--- config.mk ---
export PLATFORM = sky130hd
export DESIGN_NAME = slvic_core
export DESIGN_NICKNAME = d
export VERILOG_FILES = /design/src/slvic_pkg.sv /design/src/slvic_core.sv
export SDC_FILE = /design/constraint.sdc
export NUM_CORES = 1
export LEC_CHECK = 0
export ABC_AREA = 1
export BUFFER_PORTS_ARGS = -buffer_cell sky130_fd_sc_hd__buf_2
export CAP_MARGIN = 20
export CORE_AREA = 2 2 138 86
export CTS_BUF_LIST = sky130_fd_sc_hd__clkbuf_4 sky130_fd_sc_hd__clkbuf_8
export CTS_CLUSTER_SIZE = 20
export DETAILED_ROUTE_END_ITERATION = 10
export DIE_AREA = 0 0 140 88
export GPL_ROUTABILITY_DRIVEN = 0
export PLACE_DENSITY = 0.81
export SYNTH_ARGS = -nofsm -noshare
export SYNTH_HDL_FRONTEND = slang
export SYNTH_SLANG_ARGS = --single-unit
--- constraint.sdc ---
create_clock -name clk_sys -period 10.9 [get_ports clk_sys]
set_clock_uncertainty 0.2 [all_clocks]
set_input_delay 2.18 -clock clk_sys [delete_from_list [all_inputs] [get_ports clk_sys]]
set_output_delay 2.18 -clock clk_sys [all_outputs]
set_load 0.05 [all_outputs]
--- src/slvic_pkg.sv ---
package slvic_pkg;

  // =====================================================================
  // register offsets within the peripheral block
  localparam logic [7:0] OFF_VECTOR  = 8'h20;
  localparam logic [7:0] OFF_EOI     = 8'h22;
  localparam logic [7:0] OFF_POLL    = 8'h24;
  localparam logic [7:0] OFF_PEEK    = 8'h26;
  localparam logic [7:0] OFF_MASK    = 8'h28;
  localparam logic [7:0] OFF_THRESH  = 8'h2A;
  localparam logic [7:0] OFF_SERVICE = 8'h2C;
  localparam logic [7:0] OFF_REQUEST = 8'h2E;
  localparam logic [7:0] OFF_STATUS  = 8'h30;
  localparam logic [7:0] OFF_CTL_T0  = 8'h32;
  localparam logic [7:0] OFF_CTL_D0  = 8'h34;
  localparam logic [7:0] OFF_CTL_D1  = 8'h36;
  localparam logic [7:0] OFF_CTL_T1  = 8'h38;
  localparam logic [7:0] OFF_CTL_T2  = 8'h3A;
  localparam logic [7:0] OFF_RELOC   = 8'hFE;

  // =====================================================================
  // source positions in service, request and mask registers
  localparam int unsigned NSRC   = 6;
  localparam int unsigned SRC_T0 = 0;
  localparam int unsigned SRC_D0 = 2;
  localparam int unsigned SRC_D1 = 3;
  localparam int unsigned SRC_T1 = 4;
  localparam int unsigned SRC_T2 = 5;
  localparam logic [5:0]  SRC_VALID = 6'h3D;
  localparam logic [5:0]  SRC_DMA   = 6'h0C;

  // =====================================================================
  // field positions
  localparam int unsigned CTL_MASK_BIT     = 3;
  localparam int unsigned POLL_PRESENT_BIT = 15;
  localparam int unsigned RELOC_SLAVE_BIT  = 14;

  // =====================================================================
  // values after reset
  localparam logic [2:0]  RANK_RESET   = 3'h7;
  localparam logic        MASK_RESET   = 1'h1;
  localparam logic [2:0]  THRESH_RESET = 3'h7;
  localparam logic [4:0]  VBASE_RESET  = 5'h00;
  localparam logic [15:0] RELOC_RESET  = 16'h0000;

endpackage

--- src/slvic_core.sv ---
`timescale 1ns/1ns

module slvic_core (
  // clock and reset
  input  wire logic        clk_sys,
  input  wire logic        rst_b,
  // peripheral register port
  input  wire logic [7:0]  reg_addr,
  input  wire logic        reg_wr,
  input  wire logic        reg_rd,
  input  wire logic [15:0] reg_wdata,
  output logic      [15:0] reg_rdata_reg,
  // internal sources, one-cycle pulses
  input  wire logic [2:0]  timer_irq,
  input  wire logic [1:0]  dma_irq,
  // cpu side
  input  wire logic        cpu_ack,
  output logic             cpu_int_reg,
  output logic [7:0]       vector_reg,
  output logic             vector_valid_reg,
  output logic             slave_mode_reg,
  // pins
  input  wire logic        cpu_irq_input,
  input  wire logic        slave_select,
  output logic             slave_irq_reg,
  output logic             acknowledge_out_pin_b
);

  // =====================================================================
  // pin synchronisers
  logic       irq_meta;
  logic       irq_sync;
  logic       sel_meta;
  logic       sel_sync;

  always_ff @(posedge clk_sys or negedge rst_b)
  begin
    if (!rst_b)
    begin
      irq_meta <= 1'b0;
      irq_sync <= 1'b0;
      sel_meta <= 1'b0;
      sel_sync <= 1'b0;
    end
    else
    begin
      irq_meta <= cpu_irq_input;
      irq_sync <= irq_meta;
      sel_meta <= slave_select;
      sel_sync <= sel_meta;
    end
  end

  // =====================================================================
  // storage
  localparam int unsigned NSRC = slvic_pkg::NSRC;
  logic [2:0]  rank_reg [NSRC];
  logic [5:0]  mask_reg;
  logic [5:0]  req_reg;
  logic [5:0]  req_next;
  logic [5:0]  svc_reg;
  logic [5:0]  svc_next;
  logic [2:0]  thresh_reg;
  logic [4:0]  vbase_reg;
  logic [15:0] reloc_reg;

  // =====================================================================
  // decode
  logic        wr_ctl;
  logic [2:0]  ctl_idx;
  logic        poll_take;
  logic        peek_read;
  logic        eoi_wr;
  logic        ack_take;
  logic        grant;

  always_comb
  begin
    wr_ctl  = reg_wr;
    ctl_idx = 3'h0;
    unique case (reg_addr)
      slvic_pkg::OFF_CTL_T0: ctl_idx = 3'(slvic_pkg::SRC_T0);
      slvic_pkg::OFF_CTL_D0: ctl_idx = 3'(slvic_pkg::SRC_D0);
      slvic_pkg::OFF_CTL_D1: ctl_idx = 3'(slvic_pkg::SRC_D1);
      slvic_pkg::OFF_CTL_T1: ctl_idx = 3'(slvic_pkg::SRC_T1);
      slvic_pkg::OFF_CTL_T2: ctl_idx = 3'(slvic_pkg::SRC_T2);
      default:               wr_ctl  = 1'b0;
    endcase
  end

  assign poll_take = reg_rd & (reg_addr == slvic_pkg::OFF_POLL);
  assign peek_read = reg_rd & (reg_addr == slvic_pkg::OFF_PEEK);
  assign eoi_wr    = reg_wr & (reg_addr == slvic_pkg::OFF_EOI);
  assign ack_take  = slave_mode_reg & cpu_ack & sel_sync;

  // =====================================================================
  // priority resolution
  logic        svc_any;
  logic [2:0]  svc_min;
  logic        win_hit;
  logic [2:0]  win_idx;
  logic [2:0]  win_rank;
  logic [5:0]  eoi_hits;

  always_comb
  begin
    svc_any  = 1'b0;
    svc_min  = slvic_pkg::RANK_RESET;
    win_hit  = 1'b0;
    win_idx  = 3'h0;
    win_rank = slvic_pkg::RANK_RESET;
    eoi_hits = 6'h00;
    for (int i = 0; i < NSRC; i++)
    begin
      if (svc_reg[i] && (!svc_any || rank_reg[i] < svc_min))
      begin
        svc_any = 1'b1;
        svc_min = rank_reg[i];
      end
      eoi_hits[i] = slvic_pkg::SRC_VALID[i] & (rank_reg[i] == reg_wdata[2:0]);
    end
    // 000 wins; equal levels may nest above an in-service level
    for (int i = 0; i < NSRC; i++)
    begin
      if (slvic_pkg::SRC_VALID[i] && req_reg[i] && !mask_reg[i]
          && rank_reg[i] <= thresh_reg
          && (!svc_any || rank_reg[i] <= svc_min)
          && (!win_hit || rank_reg[i] < win_rank))
      begin
        win_hit  = 1'b1;
        win_idx  = 3'(i);
        win_rank = rank_reg[i];
      end
    end
  end

  assign grant = (ack_take | poll_take) & win_hit;

  // =====================================================================
  // control words and shared mask bits
  always_ff @(posedge clk_sys or negedge rst_b)
  begin
    if (!rst_b)
    begin
      rank_reg <= '{default: slvic_pkg::RANK_RESET};
      mask_reg <= {6{slvic_pkg::MASK_RESET}} & slvic_pkg::SRC_VALID;
    end
    else if (wr_ctl)
    begin
      rank_reg[ctl_idx] <= reg_wdata[2:0];
      mask_reg[ctl_idx] <= reg_wdata[slvic_pkg::CTL_MASK_BIT];
    end
    else if (reg_wr && reg_addr == slvic_pkg::OFF_MASK)
      mask_reg <= reg_wdata[5:0] & slvic_pkg::SRC_VALID;
  end

  // =====================================================================
  // threshold, vector base, relocation
  always_ff @(posedge clk_sys or negedge rst_b)
  begin
    if (!rst_b)
    begin
      thresh_reg <= slvic_pkg::THRESH_RESET;
      vbase_reg  <= slvic_pkg::VBASE_RESET;
      reloc_reg  <= slvic_pkg::RELOC_RESET;
    end
    else if (reg_wr)
    begin
      if (reg_addr == slvic_pkg::OFF_THRESH)
        thresh_reg <= reg_wdata[2:0];
      if (reg_addr == slvic_pkg::OFF_VECTOR)
        vbase_reg <= reg_wdata[7:3];
      if (reg_addr == slvic_pkg::OFF_RELOC)
        reloc_reg <= reg_wdata;
    end
  end

  // =====================================================================
  // request flags: source set wins over any clear
  always_comb
  begin
    req_next = req_reg;
    if (reg_wr && reg_addr == slvic_pkg::OFF_REQUEST)
    begin
      req_next = (req_reg & ~slvic_pkg::SRC_DMA)
               | (reg_wdata[5:0] & slvic_pkg::SRC_DMA);
    end
    if (reg_wr && reg_addr == slvic_pkg::OFF_STATUS)
    begin
      req_next[slvic_pkg::SRC_T0] = reg_wdata[0];
      req_next[slvic_pkg::SRC_T1] = reg_wdata[1];
      req_next[slvic_pkg::SRC_T2] = reg_wdata[2];
    end
    if (grant)
      req_next[win_idx] = 1'b0;
    req_next[slvic_pkg::SRC_T0] = req_next[slvic_pkg::SRC_T0] | timer_irq[0];
    req_next[slvic_pkg::SRC_T1] = req_next[slvic_pkg::SRC_T1] | timer_irq[1];
    req_next[slvic_pkg::SRC_T2] = req_next[slvic_pkg::SRC_T2] | timer_irq[2];
    req_next[slvic_pkg::SRC_D0] = req_next[slvic_pkg::SRC_D0] | dma_irq[0];
    req_next[slvic_pkg::SRC_D1] = req_next[slvic_pkg::SRC_D1] | dma_irq[1];
  end

  // =====================================================================
  // in-service flags: acknowledge set wins over end-of-service clear
  always_comb
  begin
    svc_next = svc_reg;
    if (reg_wr && reg_addr == slvic_pkg::OFF_SERVICE)
      svc_next = reg_wdata[5:0] & slvic_pkg::SRC_VALID;
    if (eoi_wr)
      svc_next = svc_next & ~eoi_hits;
    if (grant)
      svc_next[win_idx] = 1'b1;
  end

  always_ff @(posedge clk_sys or negedge rst_b)
  begin
    if (!rst_b)
    begin
      req_reg <= 6'h00;
      svc_reg <= 6'h00;
    end
    else
    begin
      req_reg <= req_next;
      svc_reg <= svc_next;
    end
  end

  // =====================================================================
  // register readback, one cycle after the read strobe
  logic [15:0] poll_word;
  logic [15:0] rd_mux;

  assign poll_word = {win_hit, 7'h00, vbase_reg, win_rank};

  always_comb
  begin
    rd_mux = 16'h0000;
    unique case (reg_addr)
      slvic_pkg::OFF_VECTOR:  rd_mux = {8'h00, vbase_reg, 3'h0};
      slvic_pkg::OFF_POLL,
      slvic_pkg::OFF_PEEK:    rd_mux = poll_word;
      slvic_pkg::OFF_MASK:    rd_mux = {10'h000, mask_reg};
      slvic_pkg::OFF_THRESH:  rd_mux = {13'h0000, thresh_reg};
      slvic_pkg::OFF_SERVICE: rd_mux = {10'h000, svc_reg};
      slvic_pkg::OFF_REQUEST: rd_mux = {10'h000, req_reg};
      slvic_pkg::OFF_STATUS:  rd_mux = {13'h0000, req_reg[slvic_pkg::SRC_T2],
                                        req_reg[slvic_pkg::SRC_T1],
                                        req_reg[slvic_pkg::SRC_T0]};
      slvic_pkg::OFF_RELOC:   rd_mux = reloc_reg;
      slvic_pkg::OFF_CTL_T0, slvic_pkg::OFF_CTL_D0, slvic_pkg::OFF_CTL_D1,
      slvic_pkg::OFF_CTL_T1, slvic_pkg::OFF_CTL_T2:
        rd_mux = {12'h000, mask_reg[ctl_idx], rank_reg[ctl_idx]};
      default: rd_mux = 16'h0000;
    endcase
  end

  always_ff @(posedge clk_sys or negedge rst_b)
  begin
    if (!rst_b)
      reg_rdata_reg <= 16'h0000;
    else if (reg_rd)
      reg_rdata_reg <= rd_mux;
  end

  // =====================================================================
  // mode, request and acknowledge outputs
  always_ff @(posedge clk_sys or negedge rst_b)
  begin
    if (!rst_b)
    begin
      slave_mode_reg        <= 1'b0;
      slave_irq_reg         <= 1'b0;
      cpu_int_reg           <= 1'b0;
      acknowledge_out_pin_b <= 1'b1;
      vector_reg            <= 8'h00;
      vector_valid_reg      <= 1'b0;
    end
    else
    begin
      slave_mode_reg        <= reloc_reg[slvic_pkg::RELOC_SLAVE_BIT];
      slave_irq_reg         <= slave_mode_reg & win_hit;
      // slave mode: the master drives the cpu request pin
      cpu_int_reg           <= slave_mode_reg ? irq_sync : win_hit;
      acknowledge_out_pin_b <= ~(slave_mode_reg & cpu_ack);
      vector_valid_reg      <= ack_take & win_hit;
      if (ack_take && win_hit)
        vector_reg <= {vbase_reg, win_rank};
    end
  end
endmodule

==> metrics.md <==
| Metric | Value |
|---|---|
| Post-route minimum period | `roughly 10 ns` |
| Vias in the first global route | `around 5,100` |
| Synth Flop Type | `dfrtp_1` |
| Setup TNS | `0 ns` |
| Largest delay share family, worst path | `simple AND/OR/NAND/NOR gates` |
| RSZ-0062 raised after global routing | `false` |
| DRC violations left | `7` |
| Area grow syn2layout | `11.1%` |
| Max Clk Rate | `roughly 100 MHz` |
| CP Class | `reg2reg` |
| Tightest Hold Check Type | `reg2reg` |
| FFs w/ async S/R, synth | `100%` |
| Clk slew on worst S/H paths | `approximately 0.1 ns` |
| Post-Syn Area | `about 6000 um^2` |
| Flip-flop and latch count after synthesis | `between 90 and 100` |
| HPWL Detailed | `13,100 um` |
| Netlist cell types | `42` |
| CTS HTree Levels | `3` |
| Most instantiated library cell after synthesis | `nand2_1` |
| Area leader, netlist | `dfrtp_1` |
| Overflow left after global routing | `0` |
| Die Area | `between 10,000 and 15,000 um^2` |
| Area post-placement | `6450 um^2` |
| FF-to-FF path depth | `75` |
| Cts hold-fix bufs | `0` |
| Slew Limit Headroom | `33.9%` |
| Peak supply drop | `between 0.00009 and 0.0001 V` |
| Final-report hold violation count | `0` |
| Most frequent CP cell | `nand2_1` |
| Crit. End Element | `flip-flop` |
| Peak per-stage delay on the critical path | `~0.62 ns` |
| Clk Tree Root Cell | `clkbuf_8` |
| Share of the synthesized area in the top cell type | `27.5%` |
| Initial Util | `between 50% and 60%` |
| Post-synthesis sequential area ratio | `39.3%` |
| Core Area | `between 10,000 and 15,000 um^2` |
| Max FFs per register | `18` |
| Hold slack | `0.166 ns` |
| Post-synth EDFFs | `0` |
| Clock Tree Buf Depth | `2` |
| Max-Cap Viols | `0` |
| Detail Route Antenna Nets | `0` |
| Worst R2R End | `reg_rdata_reg[0]` |
| Synth Warn # | `0` |
| Setup slack, reg-to-reg | `between 0.9 and 1 ns` |
| First-pass GRT wire length | `26,700 um` |
| Ant. Diodes | `0` |
| Worst R2R Start | `rank_reg[16]` |
| Placed cells | `just under 1,000` |
| DR WL/cell | `17.0 um` |
| Crit path buf inv count | `6` |
| Critical-path top delay cell | `dfstp_2` |
| Antenna violations before repair | `0` |
| Post-synth top cells | `nand2_1, inv_1, o21ai_0, dfrtp_1, nand3_1` |
| Total track usage | `about 28%` |
| Iteration-0 DRC Markers | `753` |
| Drt total wl | `approximately 17,000 um` |
| TritonRoute pass-1 iters | `11` |
| Die width | `about 140 um` |
| Clk_lat worst skew | `just under 0.4 ns` |
| Fin crit share | `between 90% and 100%` |
| Worst min-delay path startpoint | `sel_meta` |
| Die Span Y | `around 88 um` |
| Design area | `6670 um^2` |
| Post-route setup slack | `between 0.9 and 1 ns` |
| Crit path required time | `11.03 ns` |
| CTS tree | `yes` |
| Synth top area cells | `dfrtp_1, nand2_1, dfstp_2, ha_1, o21ai_0` |
| Share of post-route cells with drive strength above 1 | `~17%` |
| CP startpoint kind | `flip-flop` |
| Final setup violation count | `0` |
| Worst-Margin Slew | `0.983 ns` |
| Slew Limit Fails | `0` |
| Pre-CTS WS | `0.702 ns` |
| Static Leak | `between 3 and 4 nW` |
| CTS Buf Count | `9` |
| CTS Sinks | `93` |
| Critical path fanouts, max | `8` |
| IO Port Bufs | `between 60 and 70` |
| Arr. time, crit path | `between 10 and 15 ns` |
| DR vias/cell | `between 5 and 6` |
| Outcome | `finished, violations left` |
| Syn nets | `a little under 900` |
| Cell count after synthesis | `a little under 800` |
| I/O pins | `65` |
| Finished Layout Cells | `roughly 1,000` |
| Via total after detailed routing | `about 5,700` |
| FP Rows | `30` |
| Failing checks | `design-rule violations` |
| Nets | `932` |
| Mean Syn Cell Area | `7.57 um^2` |
| Hold EP | `sel_sync` |
| Hold Path Cell Cnt | `0` |
| Pwr/cell area | `~220 nW/um^2` |
| Largest net degree at the start of global routing | `83` |
-- placed cells by master, fill, tap and decap left out, drive strengths merged, types with 5 or more instances in the layout --
master,count
ha,42
nand3,66
nand4,5
clkbuf,9
xor2,12
nor2,43
dfstp,27
buf,66
o21ai,86
nand2,235
a21oi,39
dfrtp,66
nor3,9
a221oi,6
inv,104
-- final cells by class --
type	instances	area, um^2
Tap cell	144	180
Clock buffer	9	124
Multi-Input combinational cell	583	3200
Inverter	101	379
Clock inverter	7	66.3
Fill cell	957	4400
Sequential cell	93	2360
Timing Repair Buffer	66	358
-- cells by family (layout without fill, tap and decap cells) --
logic type | count (synthesis) | after routing | synth area share, %
AO/OA/AOI/OAI | 161 | 161 | 15.5
XOR/XNOR | 15 | 15 | 2.19
multiplexers | 3 | 3 | 0.563
flip-flops | 93 | 93 | 39.3
buffers and inverters | 117 | 183 | 7.31
adder cells (fa/ha/maj) | 42 | 42 | 8.75
AND/OR/NAND/NOR | 362 | 362 | 26.4
-- worst register-to-register path, delay by kind of cell, from the launching register on --
family / cells / cell delay (ns)
flops: 1 / 0.62
compound gates: 12 / 2.33
buf+inv: 6 / 0.31
fa+ha+maj: 9 / 2.61
simple gates: 48 / 3.86
-- worst max path at each step --
stage / start / to / slack, ns / cells after the start
floorplan: rank_reg[16] / req_reg[4] / 2.11 / 72
global placement: rank_reg[16] / reg_rdata_reg[2] / 1.08 / 77
detailed placement: rank_reg[16] / req_reg[2] / 0.70 / 78
CTS: rank_reg[16] / req_reg[2] / 0.69 / 76
global route: rank_reg[16] / reg_rdata_reg[0] / 0.03 / 75
finish: rank_reg[16] / reg_rdata_reg[0] / 0.91 / 75
-- through the flow --
stage                     utilization, %  power [mW]
after floorplan                        -        1.05
after global placement              58.3        1.21
after detailed placement            58.3        1.23
after CTS                           60.0        1.45
after global routing                60.3        1.59
final                               60.3        1.47
-- power breakdown --
part / internal (mW) / switching (mW)
logic: 0.279 / 0.545
clock network: 0.0885 / 0.141
registers: 0.386 / 0.0291
-- per-layer routing --
layer / routed length [um] / global-route usage [%]
met4: 296 / 4.96
met3: 2450 / 11.6
met1: 7980 / 42.8
met5: 0 / 0
met2: 6330 / 36.6
-- timing repair --
| action | CTS | global route |
|---|---|---|
| endpoints found under the setup margin | 0 | 16 |
| setup buffers | 0 | 0 |
| gates resized for setup | 0 | 5 |
Power figures use the tool's default switching activity.
